## src/logic/spi_consts.svh

```systemverilog
// named constants for the spi transfer engine
// assumes inclusion by its bare name from the core
`ifndef SPI_CONSTS_SVH
`define SPI_CONSTS_SVH
`define SPI_BYTE_BITS 4'h8
`define SPI_LAST_HALF 4'hF
`define SPI_HALF_DIV4 7'h02
`define SPI_HALF_DIV16 7'h08
`define SPI_HALF_DIV64 7'h20
`define SPI_HALF_DIV128 7'h40
`define SPI_HALF_ONE 7'h01
`define SPI_DATA_RST 8'h00
`define SPI_CNT_RST 4'h0
`define SPI_HALF_RST 7'h00
`endif

```

## src/logic/spi_pkg.sv

```systemverilog
// types shared by the spi transfer engine and its bench
// assumes spi_consts.svh holds the numeric constants
package spi_pkg;
  // static configuration, set up before enable goes high
  typedef struct packed {
    logic [1:0] clock_divider_select;
    logic rate_doubling_bit;
    logic [1:0] mode;
    logic bit_order_bit;
    logic buffering_on_bit;
    logic wait_for_receive_bit;
    logic select_pin_ignore_bit;
  } cfg_t;
  // port direction bits, 1 = configured as output
  typedef struct packed {
    logic mosi;
    logic miso;
    logic sck;
    logic ss;
  } pin_dir_t;
  // master sequencer
  typedef enum logic [0:0] {
    ST_IDLE = 1'b0,
    ST_SHIFT = 1'b1
  } state_t;
endpackage

```

## src/logic/spi_core.sv

```systemverilog
// spi master/slave transfer engine with an 8-bit shift register
// assumes all inputs are synchronous to core_clk_i except sck_i
// Operation
// - one 8-bit register shifts out and in
// - write loads shifter, or transmit buffer when buffered
// - read gives first buffer, or fifo when buffered
// - master makes sck, slave samples synchronized sck
// - enabled: force pin directions per role
// - output pins carry values from spi logic
// - slave miso driven only while select low
// - master write starts eight-bit transfer
// - master sets done flag after byte
// - select low starts; mosi in, miso out
// - ignore bit set: master ignores select pin
// - select configured output does not affect spi
// - select input low means rival master
// - rival master: drop role, become slave
// - rival master also sets done flag
// - seven sck rates incl. clock divided two
// - bit order bit picks lsb or msb
// - debug halt freezes the engine
// - unbuffered busy write sets collision flag
// - slave select high resets transfer at once
// - buffered: accept writes while space flag set
`timescale 1ns/10ps
`include "spi_consts.svh"

module spi_core #(
  parameter int RX_DEPTH = 2
) (
  // clock and reset
  input wire logic core_clk_i,
  input wire logic rst_n_i,
  // configuration
  input wire logic enable_i,
  input wire spi_pkg::cfg_t cfg_i,
  input wire spi_pkg::pin_dir_t dir_i,
  input wire logic role_wr_i,
  input wire logic role_wdata_i,
  input wire logic debug_halt_i,
  // status flags
  output logic is_master_o,
  output logic done_flag_o,
  input wire logic done_clr_i,
  output logic write_collision_flag_o,
  input wire logic wcol_clr_i,
  output logic transmit_space_flag_o,
  // transmit data
  input wire logic wr_valid_i,
  input wire logic [7:0] wr_data_i,
  output logic wr_ready_o,
  // receive data
  output logic rd_valid_o,
  output logic [7:0] rd_data_o,
  input wire logic rd_ready_i,
  // pins, oe_n low while driving
  input wire logic mosi_i,
  output logic mosi_o,
  output logic mosi_oe_n_o,
  input wire logic miso_i,
  output logic miso_o,
  output logic miso_oe_n_o,
  input wire logic sck_i,
  output logic sck_o,
  output logic sck_oe_n_o,
  input wire logic ss_i,
  output logic ss_o,
  output logic ss_oe_n_o
);

  localparam int AW = (RX_DEPTH > 1) ? $clog2(RX_DEPTH) : 1;

  // half period of sck in core clocks
  function automatic logic [6:0] half_period(input logic [1:0] sel, input logic dbl);
    logic [6:0] base;
    case (sel)
      2'h0: base = `SPI_HALF_DIV4;
      2'h1: base = `SPI_HALF_DIV16;
      2'h2: base = `SPI_HALF_DIV64;
      default: base = `SPI_HALF_DIV128;
    endcase
    half_period = dbl ? (base >> 1) : base;
  endfunction

  // shift one received bit in, dropping the bit already sent
  function automatic logic [7:0] shift_in(input logic [7:0] sr, input logic b, input logic lsb);
    shift_in = lsb ? {b, sr[7:1]} : {sr[6:0], b};
  endfunction

  // bit that leaves the shifter next
  function automatic logic out_bit(input logic [7:0] sr, input logic lsb);
    out_bit = lsb ? sr[0] : sr[7];
  endfunction

  // state registers
  logic role, next_role;
  spi_pkg::state_t st, next_st;
  logic [7:0] sr, next_sr;
  logic dout, next_dout;
  logic sck_q, next_sck_q;
  logic [6:0] half_cnt, next_half_cnt;
  logic [3:0] edge_cnt, next_edge_cnt;
  logic [3:0] bit_cnt, next_bit_cnt;
  logic [7:0] txbuf, next_txbuf;
  logic txbuf_full, next_txbuf_full;
  logic done, next_done;
  logic wcol, next_wcol;
  logic [7:0] last_rx, next_last_rx;
  logic rx_full, next_rx_full;
  logic [7:0] mem [RX_DEPTH];
  logic [7:0] next_mem [RX_DEPTH];
  logic [AW-1:0] wp, next_wp, rp, next_rp;
  logic [AW:0] cnt, next_cnt;
  logic sck_s1, sck_s2, sck_s3;

  // decoded configuration
  logic cpol, cpha, lsb, buf_on, fifo_full, busy, slave_on;
  logic [6:0] half_lim;
  assign cpol = cfg_i.mode[1];
  assign cpha = cfg_i.mode[0];
  assign lsb = cfg_i.bit_order_bit;
  assign buf_on = cfg_i.buffering_on_bit;
  assign half_lim = half_period(cfg_i.clock_divider_select, cfg_i.rate_doubling_bit);
  assign fifo_full = (cnt == (AW+1)'(RX_DEPTH));
  assign slave_on = enable_i && !role;
  assign busy = role ? (st == spi_pkg::ST_SHIFT) : (bit_cnt != `SPI_CNT_RST);

  // sck synchronizer; edges look only at the second and third stage
  always_ff @(posedge core_clk_i) begin
    if (!rst_n_i) begin
      sck_s1 <= 1'b0;
      sck_s2 <= 1'b0;
      sck_s3 <= 1'b0;
    end else begin
      sck_s1 <= sck_i;
      sck_s2 <= sck_s1;
      sck_s3 <= sck_s2;
    end
  end

  // handshake and status outputs
  assign wr_ready_o = buf_on ? !txbuf_full : !busy;
  assign transmit_space_flag_o = enable_i && wr_ready_o;
  assign rd_valid_o = buf_on ? (cnt != '0) : rx_full;
  assign rd_data_o = buf_on ? mem[rp] : last_rx;
  assign is_master_o = role;
  assign done_flag_o = done;
  assign write_collision_flag_o = wcol;
  assign mosi_o = dout;
  assign miso_o = dout;
  assign sck_o = sck_q;
  assign ss_o = 1'b1;

  // pin direction override; port direction rules when disabled
  always_comb begin
    mosi_oe_n_o = !dir_i.mosi;
    miso_oe_n_o = !dir_i.miso;
    sck_oe_n_o = !dir_i.sck;
    ss_oe_n_o = !dir_i.ss;
    if (enable_i && role) begin
      miso_oe_n_o = 1'b1;
    end else if (enable_i) begin
      mosi_oe_n_o = 1'b1;
      sck_oe_n_o = 1'b1;
      ss_oe_n_o = 1'b1;
      miso_oe_n_o = !(dir_i.miso && !ss_i);
    end
  end

  // next-state logic of the whole engine
  always_comb begin
    logic push, done_set, wcol_set, lead, samp, rise, fall, loss;
    logic [7:0] push_data;
    push = 1'b0;
    done_set = 1'b0;
    wcol_set = 1'b0;
    lead = 1'b0;
    samp = 1'b0;
    rise = sck_s2 && !sck_s3;
    fall = !sck_s2 && sck_s3;
    loss = 1'b0;
    push_data = sr;
    next_role = role;
    next_st = st;
    next_sr = sr;
    next_dout = dout;
    next_sck_q = sck_q;
    next_half_cnt = half_cnt;
    next_edge_cnt = edge_cnt;
    next_bit_cnt = bit_cnt;
    next_txbuf = txbuf;
    next_txbuf_full = txbuf_full;
    next_done = done;
    next_wcol = wcol;
    next_last_rx = last_rx;
    next_rx_full = rx_full;
    next_mem = mem;
    next_wp = wp;
    next_rp = rp;
    next_cnt = cnt;
    // a halted cpu freezes everything
    if (!debug_halt_i) begin
      if (role_wr_i) begin
        next_role = role_wdata_i;
      end
      // rival master pulls select low; select as output is ignored
      loss = enable_i && role && !cfg_i.select_pin_ignore_bit
        && !dir_i.ss && !ss_i;
      if (!enable_i) begin
        // disabled engine idles with sck at cpol, bit count cleared and transmit buffer emptied
        next_st = spi_pkg::ST_IDLE;
        next_sck_q = cpol;
        next_bit_cnt = `SPI_CNT_RST;
        next_txbuf_full = 1'b0;
      end else if (loss) begin
        next_role = 1'b0;
        next_st = spi_pkg::ST_IDLE;
        next_sck_q = cpol;
        next_bit_cnt = `SPI_CNT_RST;
        done_set = 1'b1;
      end else begin
        // software write of the data register
        if (wr_valid_i) begin
          if (!wr_ready_o) begin
            // dropped word; only unbuffered mode flags it
            wcol_set = !buf_on;
          end else if (buf_on) begin
            next_txbuf = wr_data_i;
            next_txbuf_full = 1'b1;
          end else begin
            next_sr = wr_data_i;
            next_dout = out_bit(wr_data_i, lsb);
            if (role) begin
              next_st = spi_pkg::ST_SHIFT;
              next_half_cnt = `SPI_HALF_RST;
              next_edge_cnt = `SPI_CNT_RST;
            end
          end
        end
        if (role) begin
          if (st == spi_pkg::ST_IDLE) begin
            next_sck_q = cpol;
            // full receive fifo holds off the next byte
            if (buf_on && txbuf_full && !fifo_full) begin
              next_sr = txbuf;
              next_dout = out_bit(txbuf, lsb);
              next_txbuf_full = 1'b0;
              next_st = spi_pkg::ST_SHIFT;
              next_half_cnt = `SPI_HALF_RST;
              next_edge_cnt = `SPI_CNT_RST;
            end
          end else if (half_cnt == half_lim - `SPI_HALF_ONE) begin
            next_half_cnt = `SPI_HALF_RST;
            next_sck_q = !sck_q;
            lead = !edge_cnt[0];
            if (lead ^ cpha) begin
              next_sr = shift_in(sr, miso_i, lsb);
            end else begin
              next_dout = out_bit(sr, lsb);
            end
            next_edge_cnt = edge_cnt + 4'h1;
            if (edge_cnt == `SPI_LAST_HALF) begin
              next_st = spi_pkg::ST_IDLE;
              push = 1'b1;
              push_data = next_sr;
              done_set = 1'b1;
            end
          end else begin
            next_half_cnt = half_cnt + `SPI_HALF_ONE;
          end
        end else if (ss_i) begin
          // deselected slave drops the byte in progress
          next_bit_cnt = `SPI_CNT_RST;
          if (buf_on && txbuf_full) begin
            next_sr = txbuf;
            next_txbuf_full = 1'b0;
          end
          next_dout = out_bit(next_sr, lsb);
        end else begin
          lead = cpol ? fall : rise;
          samp = cpha ? (cpol ? rise : fall) : lead;
          if (samp) begin
            next_sr = shift_in(sr, mosi_i, lsb);
            next_bit_cnt = bit_cnt + 4'h1;
            if (bit_cnt == `SPI_BYTE_BITS - 4'h1) begin
              next_bit_cnt = `SPI_CNT_RST;
              push = 1'b1;
              push_data = next_sr;
              done_set = 1'b1;
              if (buf_on && txbuf_full) begin
                next_sr = txbuf;
                next_txbuf_full = 1'b0;
              end
            end
          end else if (rise || fall) begin
            next_dout = out_bit(sr, lsb);
          end
        end
      end
      // receive buffers; a read pops the oldest word
      if (rd_ready_i && rd_valid_o) begin
        if (buf_on) begin
          next_rp = (rp == AW'(RX_DEPTH - 1)) ? '0 : rp + AW'(1);
          next_cnt = next_cnt - (AW+1)'(1);
        end else begin
          next_rx_full = 1'b0;
        end
      end
      if (push) begin
        next_last_rx = push_data;
        next_rx_full = 1'b1;
        // a slave cannot stall the master: overflow drops the word
        if (buf_on && (next_cnt != (AW+1)'(RX_DEPTH))) begin
          next_mem[wp] = push_data;
          next_wp = (wp == AW'(RX_DEPTH - 1)) ? '0 : wp + AW'(1);
          next_cnt = next_cnt + (AW+1)'(1);
        end
      end
      // hardware set wins over a clear in the same cycle
      next_done = (done && !done_clr_i) || done_set;
      next_wcol = (wcol && !wcol_clr_i) || wcol_set;
    end
  end

  // register stage of the engine
  always_ff @(posedge core_clk_i) begin
    if (!rst_n_i) begin
      role <= 1'b0;
      st <= spi_pkg::ST_IDLE;
      sr <= `SPI_DATA_RST;
      dout <= 1'b0;
      sck_q <= 1'b0;
      half_cnt <= `SPI_HALF_RST;
      edge_cnt <= `SPI_CNT_RST;
      bit_cnt <= `SPI_CNT_RST;
      txbuf <= `SPI_DATA_RST;
      txbuf_full <= 1'b0;
      done <= 1'b0;
      wcol <= 1'b0;
      last_rx <= `SPI_DATA_RST;
      rx_full <= 1'b0;
      for (int i = 0; i < RX_DEPTH; i++) begin
        mem[i] <= `SPI_DATA_RST;
      end
      wp <= '0;
      rp <= '0;
      cnt <= '0;
    end else begin
      role <= next_role;
      st <= next_st;
      sr <= next_sr;
      dout <= next_dout;
      sck_q <= next_sck_q;
      half_cnt <= next_half_cnt;
      edge_cnt <= next_edge_cnt;
      bit_cnt <= next_bit_cnt;
      txbuf <= next_txbuf;
      txbuf_full <= next_txbuf_full;
      done <= next_done;
      wcol <= next_wcol;
      last_rx <= next_last_rx;
      rx_full <= next_rx_full;
      mem <= next_mem;
      wp <= next_wp;
      rp <= next_rp;
      cnt <= next_cnt;
    end
  end

endmodule

```

## config.mk

```make
export PLATFORM = sky130hd
export DESIGN_NAME = spi_core
export DESIGN_NICKNAME = d
export VERILOG_FILES = /design/src/logic/spi_pkg.sv /design/src/logic/spi_core.sv
export VERILOG_INCLUDE_DIRS = /design/src /design/src/logic
export SDC_FILE = /design/constraint.sdc
export NUM_CORES = 1
export LEC_CHECK = 0
export BUFFER_PORTS_ARGS = -buffer_cell sky130_fd_sc_hd__buf_2
export CORE_ASPECT_RATIO = 1.75
export CORE_MARGIN = 2
export CORE_UTILIZATION = 50
export CTS_BUF_LIST = sky130_fd_sc_hd__clkbuf_8
export CTS_CLUSTER_SIZE = 25
export DETAILED_ROUTE_END_ITERATION = 12
export GPL_ROUTABILITY_DRIVEN = 1
export GPL_TIMING_DRIVEN = 0
export PLACE_DENSITY = 0.7
export SLEW_MARGIN = 20
export SYNTH_ARGS = -nofsm -noshare
export SYNTH_HDL_FRONTEND = slang
export SYNTH_SLANG_ARGS = --single-unit
```

## constraint.sdc

```tcl
create_clock -name core_clk_i -period 6.79 [get_ports core_clk_i]
set_input_delay 1.358 -clock core_clk_i [delete_from_list [all_inputs] [get_ports core_clk_i]]
set_output_delay 1.358 -clock core_clk_i [all_outputs]
set_load 0.02 [all_outputs]
```

==> results of run 1 <==
## worst max path at each step
stage,startpoint,end,cells past startpoint
finish,cfg_i[2],rd_data_o[6],7
global route,cfg_i[2],rd_data_o[6],7
CTS,cfg_i[2],rd_data_o[6],7
detailed placement,cfg_i[2],rd_data_o[6],7
global placement,cfg_i[2],rd_data_o[6],7
floorplan,cfg_i[2],rd_data_o[6],5
## logic make-up (layout without fill, tap and decap cells)
| group | count (synthesis) | in the layout | synth area share [%] |
|---|---|---|---|
| AOI/OAI and AO/OA | 199 | 199 | 28.8 |
| and+or+nand+nor | 219 | 219 | 23.4 |
| adders and majority gates | 9 | 9 | 2.33 |
| muxes | 46 | 46 | 9.72 |
| other | 1 | 1 | 0.0777 |
| buffers and inverters | 52 | 119 | 4.64 |
| DFF | 70 | 70 | 29.0 |
| xor gates and xnor gates | 10 | 10 | 1.97 |
## power by group through the flow
stage	clock network, mW	registers [mW]	logic, mW
floorplan	0	0.430	0.0953
global placement	0	0.431	0.147
detailed placement	0	0.431	0.148
CTS	0.293	0.421	0.149
global route	0.311	0.422	0.163
finish	0.290	0.422	0.153
## through the flow
step / cell area, sq um / worst slack [ns] / util [%] / power [mW] / hold slack, ns
finish: 5400 / 2.22 / 57.4 / 0.864 / 0.458
global route: 5400 / 1.99 / 57.4 / 0.896 / 0.484
CTS: 5400 / 2.20 / 57.4 / 0.864 / 0.475
detailed placement: 5240 / 2.21 / 55.7 / 0.579 / 0.454
global placement: 5240 / 2.27 / 55.7 / 0.577 / 0.422
floorplan: 4830 / 2.85 / - / 0.525 / 0.412
## layout make-up
class                      count  area (sq um)
fill                         919          4010
multi-input combinational    484          3200
sequential                    70          1400
timing repair buffer          52           260
buffer                        36           164
tap                          122           153
clock buffer                   9           124
inverter                      16          60.1
clock inverter                 6          32.5
## flip-flops by register name, indices dropped and copies added (netlist names), 2 cells and up
| register | flops |
|---|---|
| mem | 16 |
| last_rx | 8 |
| sr | 8 |
| txbuf | 8 |
| half_cnt | 7 |
| bit_cnt | 4 |
| edge_cnt | 4 |
| cnt | 2 |
## per-layer routing
metal / vias up / share of wire [%]
li1: 2371 / -
met1: 2422 / 37
met2: 284 / 50
met3: 92 / 6.2
met4: 0 / 6.8
met5: - / 0
## cell usage in the layout, fill, tap and decap left out, types with 4 or more instances in the layout
cell type and instances:
o211a_1 12, dfxtp_1 70, nand4_1 5, a21oi_1 41
buf_1 4, ha_1 9, inv_1 18, o211ai_1 9
or3_1 4, o21a_1 5, nor3_1 15, mux2_2 7
o31ai_1 5, a31oi_1 7, and2_1 10, nor2b_1 19
buf_4 6, nand3_1 19, a211oi_1 6, nand3b_1 4
o22ai_1 7, mux2i_1 39, and3_1 8, nor2_1 58
nand2_1 53, buf_2 57, clkbuf_8 9, a21boi_0 13
clkbuf_1 21, nand2b_1 6, xnor2_1 6, o21ai_0 41
==> flow_summary.json, run 1 <==
{
  "whs_endpoint": "sck_s2",
  "slowest_stage": "buf_1",
  "end_kind": "primary output",
  "hold_violations": 0,
  "gp_congestion": 0.984,
  "cellLeakagePower_nw": 2.20,
  "switching_power_uw": 269,
  "grt_max_degree": 12,
  "intPower_uw": 594,
  "initial_core_util_pct": 51.3,
  "yosysMostFrequentCell": "dfxtp_1",
  "fmax_mhz": 219,
  "synthCells": 606,
  "p_clk_share_pct": 33.5,
  "fin_worst_skew_ns": 0.0114,
  "overflow": 0,
  "use_met3_pct": 4.71,
  "synth_cell_types": 74,
  "synth_nets": 650,
  "min_delay_path_depth": 1,
  "yosysTopAreaCellShare_pct": 29.0,
  "htreeDepth": 3,
  "ff2ff_path_depth": 8,
  "cts_tree": "built",
  "finalCriticalPeriod_ns": 4.57,
  "detail-route-antenna-nets": 0,
  "pwr_density_cell_mw_per_mm2": 160,
  "maxCapViolations": 0,
  "crit_fanout": 10,
  "die_width_um": 78.3,
  "synth_ff_type": "dfxtp_1",
  "vias_per_cell": 6.50,
  "wl_um": 16700,
  "synth_enable_flop_cells": 0,
  "grtUsageMet2_pct": 55.7,
  "clk_root_buffer_cell": "clkbuf_8",
  "synth_commonest_cells": "dfxtp_1, nor2_1, nand2_1",
  "min_path_type": "register to register",
  "path_cells": "buf_2 -> clkbuf_1 -> buf_1 -> buf_1 -> nor2_1 -> a21oi_1 -> buf_2",
  "cts_made_buffers": 9,
  "rows": 47,
  "max-clock-path-buffers": 2,
  "setup_viol": 0,
  "switching_share_pct": 31.2,
  "yosys-top-cells-area": "dfxtp_1, mux2i_1, nor2_1, a21oi_1, o21ai_0",
  "cts_resized": 0,
  "nNetsFinal": 713,
  "rrSetupSlack_ns": 3.76,
  "dp.cells": 780,
  "grt_usage_pct": 32.0,
  "dr.pass1.iters": 5,
  "synthArstFlopShare_pct": 0,
  "antenna_cells": 0,
  "first_iter_violations": 565,
  "max_stage_delay_ns": 0.47,
  "syn_to_final_growth_pct": 11.8,
  "drive_gt1_share_pct": 15.9,
  "drv_slew": 0,
  "wire_per_inst_um": 21.0,
  "cts_setup_buffers": 0,
  "cts.sinks": 70,
  "die_area_sq_mm": 0.0105,
  "cp.arrival_ns": 3.21,
  "timing.setup.tns_ns": 0,
  "netlist_area_sq_mm": 0.00483,
  "hp-start": "sck_s1",
  "top_usage_layer": "met2",
  "core_sq_mm": 0.00941,
  "path_delay_family": "buffers and inverters",
  "clock_latency_ns": 0.36,
  "ys_ff_latch": 70,
  "start_kind": "input pin",
  "worst_pin_slew_ns": 0.956,
  "dp_hpwl_um": 12900,
  "drc_errors": 0,
  "ys.warnings.count": 0,
  "grt_pass1_vias": 5101,
  "path_class": "input pin to primary output",
  "r2r_end": "mem[7]",
  "die_y_um": 134,
  "outcome": "complete, no violations",
  "use_met1_pct": 35.6,
  "vdd_drop_max_uv": 115,
  "rsz0062_at_grt": "no",
  "combPwrFrac_pct": 17.7,
  "required_ns": 5.43,
  "post-route-period-util_pct": 67.3,
  "regToRegStartpoint": "bit_cnt[0]",
  "grt_pass1_wl_um": 26000,
  "clk_pin_slew_ns": 0.08,
  "portBuffers": 52,
  "synth_top_cell_by_area": "dfxtp_1",
  "seq_area_frac_synth_pct": 29.0,
  "cts_hold_buf": 0,
  "num_vias": 5169,
  "synth_area_per_cell_sq_um": 7.97,
  "antenna_found_initial": 0,
  "worst-path-buf-inv": 5,
  "io-pin-count": 57,
  "final_cells": 795,
  "slew_headroom_pct": 35.9,
  "seqPwrFrac_pct": 48.8
}
No activity file was read; power rests on OpenSTA's default activity.
==> inputs of run 2 (changes only) <==
--- a/config.mk
+++ b/config.mk
@@ -15,7 +15,7 @@
 export DETAILED_ROUTE_END_ITERATION = 12
 export GPL_ROUTABILITY_DRIVEN = 1
 export GPL_TIMING_DRIVEN = 0
-export PLACE_DENSITY = 0.7
+export PLACE_DENSITY = 0.73
 export SLEW_MARGIN = 20
 export SYNTH_ARGS = -nofsm -noshare
 export SYNTH_HDL_FRONTEND = slang
==> constraint.sdc (replaced) <==
create_clock -name core_clk_i -period 4.1 [get_ports core_clk_i]
set_input_delay 0.82 -clock core_clk_i [delete_from_list [all_inputs] [get_ports core_clk_i]]
set_output_delay 0.82 -clock core_clk_i [all_outputs]
set_load 0.02 [all_outputs]
==> flow_summary.json, run 2 (synthesis gave the netlist of run 1 again) <==
{
  "layout_common_cells": "dfxtp_1, nor2_1, buf_2, nand2_1",
  "cts_setup_buffers": 0,
  "die_width_um": 78.3,
  "max-clock-path-buffers": 2,
  "drc_errors": 0,
  "drive_gt1_share_pct": 16.2,
  "cellLeakagePower_nw": 2.22,
  "dp_hpwl_um": 12900,
  "clk_pin_slew_ns": 0.07,
  "dp.cells": 780,
  "cts_hold_buf": 0,
  "fin_worst_skew_ns": 0.00480,
  "grt_pass1_wl_um": 26400,
  "htreeDepth": 3,
  "rows": 47,
  "dr.pass1.iters": 5,
  "post-route-period-util_pct": 85.4,
  "path_class": "input pin to primary output",
  "final_cells": 796,
  "largest_register_ffs": 16,
  "core_sq_mm": 0.00941,
  "portBuffers": 52,
  "finalCriticalPeriod_ns": 3.50,
  "io-pin-count": 57,
  "gp_congestion": 0.985,
  "maxCapViolations": 0,
  "outcome": "complete, no violations",
  "hold_violations": 0,
  "cts.sinks": 70,
  "cts_made_buffers": 9,
  "min_delay_path_depth": 1,
  "final_common_cell": "dfxtp_1",
  "cp.arrival_ns": 2.68,
  "rsz0062_at_grt": "no",
  "cts_tree": "built",
  "start_kind": "input pin",
  "cts_resized": 0,
  "end_kind": "primary output",
  "clk_root_buffer_cell": "clkbuf_8",
  "clock_latency_ns": 0.36,
  "setup_viol": 0,
  "num_vias": 5088,
  "initial_core_util_pct": 51.3,
  "crit_fanout": 10,
  "ff2ff_path_depth": 8,
  "wire_per_inst_um": 21.1,
  "die_y_um": 134,
  "antenna_cells": 0,
  "pwr_density_cell_mw_per_mm2": 277,
  "timing.setup.tns_ns": 0,
  "first_iter_violations": 393,
  "detail-route-antenna-nets": 0,
  "nNetsFinal": 713,
  "grt_max_degree": 13,
  "syn_to_final_growth_pct": 12.5,
  "min_path_type": "register to register",
  "drv_slew": 0,
  "final_util_pct": 57.7,
  "vias_per_cell": 6.39,
  "vdd_drop_max_uv": 219,
  "wl_um": 16800,
  "fin_total_pwr_mw": 1.51,
  "fmax_mhz": 286,
  "largest_register": "mem",
  "die_area_sq_mm": 0.0105,
  "grt_pass1_vias": 5078,
  "grt_usage_pct": 32.4,
  "required_ns": 3.28,
  "antenna_found_initial": 0,
  "slew_headroom_pct": 37.2,
  "worst_pin_slew_ns": 0.936,
  "overflow": 0
}
## run 2: cell count changes in the layout (fill, tap and decap cells not counted)
cell        delta
bufinv_16      +1
clkinv_2       +1
clkinv_4       +2
clkinvlp_4     -2
inv_1          -1
## run 2: layer usage
layer | vias to the layer above | wire length, um | global-route usage [%]
met5 | - | 0 | 0
met4 | 0 | 1000 | 21.0
met3 | 69 | 836 | 5.05
met2 | 223 | 8430 | 57.0
met1 | 2420 | 6530 | 35.6
li1 | 2376 | - | -
## run 2: cell type report
class / instances / area [sq um]
Timing Repair Buffer: 52 / 260
Multi-Input combinational cell: 484 / 3200
Sequential cell: 70 / 1400
Buffer: 36 / 164
Clock buffer: 9 / 124
Tap cell: 122 / 153
Inverter: 16 / 60.1
Clock inverter: 7 / 66.3
Fill cell: 901 / 3980
## run 2: power breakdown
part,total [mW],internal (mW),switching (mW)
Sequential,0.698,0.688,0.00985
Combinational,0.251,0.0864,0.164
Clock,0.557,0.277,0.279
Total,1.51,1.05,0.454
## run 2: worst max-delay path, cell delays in order
cell      delay, ns
buf_2          0.18
clkbuf_1       0.39
buf_1          0.46
buf_1          0.45
nor2_1         0.08
a21oi_1        0.12
buf_2          0.18
## run 2: worst paths after layout
check	from	endpoint	slack, ns
worst max register to register	bit_cnt[0]	mem[7]	1.03
worst max-delay path	cfg_i[2]	rd_data_o[6]	0.60
worst min register to register	sck_s1	sck_s2	0.45
worst min-delay path	sck_s1	sck_s2	0.45
## run 2: per-stage QoR
| stage | worst slack (ns) | area, sq um | hold slack (ns) |
|---|---|---|---|
| 2_1_floorplan | 1.23 | 4830 | 0.412 |
| 3_3_place_gp | 0.609 | 5240 | 0.421 |
| 3_5_place_dp | 0.595 | 5240 | 0.432 |
| 4_1_cts | 0.579 | 5430 | 0.451 |
| 5_1_grt | 0.415 | 5430 | 0.461 |
| 6_report | 0.598 | 5430 | 0.448 |
==> inputs of run 3 (changes only) <==
--- a/config.mk
+++ b/config.mk
@@ -9,13 +9,13 @@
 export BUFFER_PORTS_ARGS = -buffer_cell sky130_fd_sc_hd__buf_2
 export CORE_ASPECT_RATIO = 1.75
 export CORE_MARGIN = 2
-export CORE_UTILIZATION = 50
+export CORE_UTILIZATION = 41
 export CTS_BUF_LIST = sky130_fd_sc_hd__clkbuf_8
 export CTS_CLUSTER_SIZE = 25
 export DETAILED_ROUTE_END_ITERATION = 12
 export GPL_ROUTABILITY_DRIVEN = 1
 export GPL_TIMING_DRIVEN = 0
-export PLACE_DENSITY = 0.73
+export PLACE_DENSITY = 0.6
 export SLEW_MARGIN = 20
 export SYNTH_ARGS = -nofsm -noshare
 export SYNTH_HDL_FRONTEND = slang
==> flow_summary.json, run 3 (synthesis gave the netlist of run 1 again) <==
{
  "rrSetupSlack_ns": 1.11,
  "largest_register": "mem",
  "required_ns": 3.28,
  "gp_congestion": 0.934,
  "clk_pin_slew_ns": 0.09,
  "rsz0062_at_grt": "no",
  "fin_total_pwr_mw": 1.54,
  "post-route-period-util_pct": 87.3,
  "combPwrFrac_pct": 16.4,
  "io-pin-count": 57,
  "cts.sinks": 70,
  "fillers": 1172,
  "end_kind": "primary output",
  "rows": 52,
  "seqPwrFrac_pct": 45.3,
  "nNetsFinal": 713,
  "vias_per_cell": 6.26,
  "worst_pin_slew_ns": 1.06,
  "layout_common_cells": "dfxtp_1, nor2_1, buf_2, nand2_1",
  "die_area_sq_mm": 0.0127,
  "num_vias": 5061,
  "core_sq_mm": 0.0115,
  "grt_pass1_vias": 5085,
  "portBuffers": 52,
  "wl_um": 17500,
  "wire_per_inst_um": 21.6,
  "ff2ff_path_depth": 8,
  "cts_made_buffers": 9,
  "htreeDepth": 3,
  "cts_resized": 0,
  "grt_max_degree": 13,
  "slew_headroom_pct": 29.1,
  "switching_share_pct": 30.6,
  "clock_latency_ns": 0.38,
  "max-clock-path-buffers": 2,
  "pwr_density_cell_mw_per_mm2": 282,
  "first_iter_violations": 441,
  "dp_hpwl_um": 13600,
  "dr.pass1.iters": 5,
  "hp-start": "sck_s1",
  "regToRegStartpoint": "bit_cnt[0]",
  "fin_worst_skew_ns": 0.0139,
  "worst-path-buf-inv": 5,
  "final_common_cell": "dfxtp_1",
  "largest_register_ffs": 16,
  "maxCapViolations": 0,
  "setup_ws_ns": 0.522,
  "outcome": "complete, no violations",
  "setup_viol": 0,
  "antenna_cells": 0,
  "vdd_drop_max_uv": 219,
  "overflow": 0,
  "syn_to_final_growth_pct": 13.0,
  "finalCriticalPeriod_ns": 3.58,
  "initial_core_util_pct": 41.9,
  "start_kind": "input pin",
  "grt_usage_pct": 27.8,
  "multi_input_area_sq_mm": 0.00320,
  "die_width_um": 86.0,
  "min_delay_path_depth": 1,
  "cts_tree": "built",
  "register_area_sq_mm": 0.00140,
  "grt_pass1_wl_um": 27100,
  "whs_endpoint": "sck_s2",
  "dp_slack_ns": 0.506,
  "path_cells": "buf_2 -> clkbuf_1 -> buf_1 -> buf_1 -> nor2_1 -> a21oi_1 -> buf_2",
  "timing.setup.tns_ns": 0,
  "detail-route-antenna-nets": 0,
  "path_delay_family": "buffers and inverters",
  "clk_root_buffer_cell": "clkbuf_8",
  "drc_errors": 0,
  "min_path_type": "register to register",
  "r2r_end": "mem[7]",
  "p_clk_share_pct": 38.4,
  "drv_slew": 0,
  "max_stage_delay_ns": 0.49,
  "cts_setup_buffers": 0,
  "crit_fanout": 10,
  "die_y_um": 148,
  "fmax_mhz": 279,
  "antenna_found_initial": 0,
  "cellLeakagePower_nw": 2.21,
  "cp.arrival_ns": 2.76,
  "path_class": "input pin to primary output",
  "hold_violations": 0,
  "slowest_stage": "buf_1",
  "cts_hold_buf": 0,
  "drive_gt1_share_pct": 16.2,
  "intPower_mw": 1.07,
  "switching_power_uw": 471
}
## run 3: cell count changes in the layout (fill, tap and decap cells not counted)
cell,previous run,this run
clkinv_2,3,1
clkinv_4,2,1
clkinvlp_4,0,2
clkbuf_8,9,10
## run 3: power groups by stage
| stage | Combinational, mW | Clock (mW) | Sequential, mW |
|---|---|---|---|
| 3_3_place_gp | 0.246 | 0 | 0.713 |
| 2_1_floorplan | 0.158 | 0 | 0.712 |
| 6_report | 0.252 | 0.591 | 0.698 |
| 3_5_place_dp | 0.248 | 0 | 0.714 |
| 4_1_cts | 0.249 | 0.594 | 0.698 |
| 5_1_grt | 0.273 | 0.618 | 0.699 |
## run 3: layout make-up
type                    instances  share of cell area (%)
inverters                      16                    1.10
repair buffers                 52                    4.77
clock inverters                 6                    1.15
plain buffers                  36                    3.00
flip-flops and latches         70                    25.7
multi-input cells             484                    58.7
clock buffers                  10                    2.52
well taps                     135                    3.10
## run 3: worst max-delay path by stage
| stage | from | endpoint | slack, ns | cells after the start |
|---|---|---|---|---|
| final | cfg_i[2] | rd_data_o[6] | 0.52 | 7 |
| after global routing | cfg_i[2] | rd_data_o[6] | 0.31 | 7 |
| after CTS | cfg_i[2] | rd_data_o[6] | 0.50 | 7 |
| after detailed placement | cfg_i[2] | rd_data_o[6] | 0.51 | 7 |
| after global placement | cfg_i[2] | rd_data_o[6] | 0.54 | 7 |
| after floorplan | cfg_i[2] | rd_data_o[6] | 1.23 | 5 |
## run 3: metal layers
| layer | global-route usage (%) | up-vias | routed length, um |
|---|---|---|---|
| li1 | - | 2380 | - |
| met1 | 30.4 | 2427 | 6680 |
| met2 | 48.9 | 202 | 8900 |
| met3 | 4.36 | 52 | 884 |
| met4 | 17.7 | 0 | 1010 |
| met5 | 0 | - | 0 |
## run 3: metrics by stage
stage | instance area [sq um] | std cells | util [%] | hold WS [ns]
floorplan | 4830 | 606 | - | 0.412
detailed placement | 5260 | 793 | 45.6 | 0.431
global route | 5460 | 809 | 47.4 | 0.472
finish | 5460 | 809 | 47.4 | 0.443
CTS | 5460 | 809 | 47.4 | 0.452
global placement | 5260 | 793 | 45.6 | 0.427
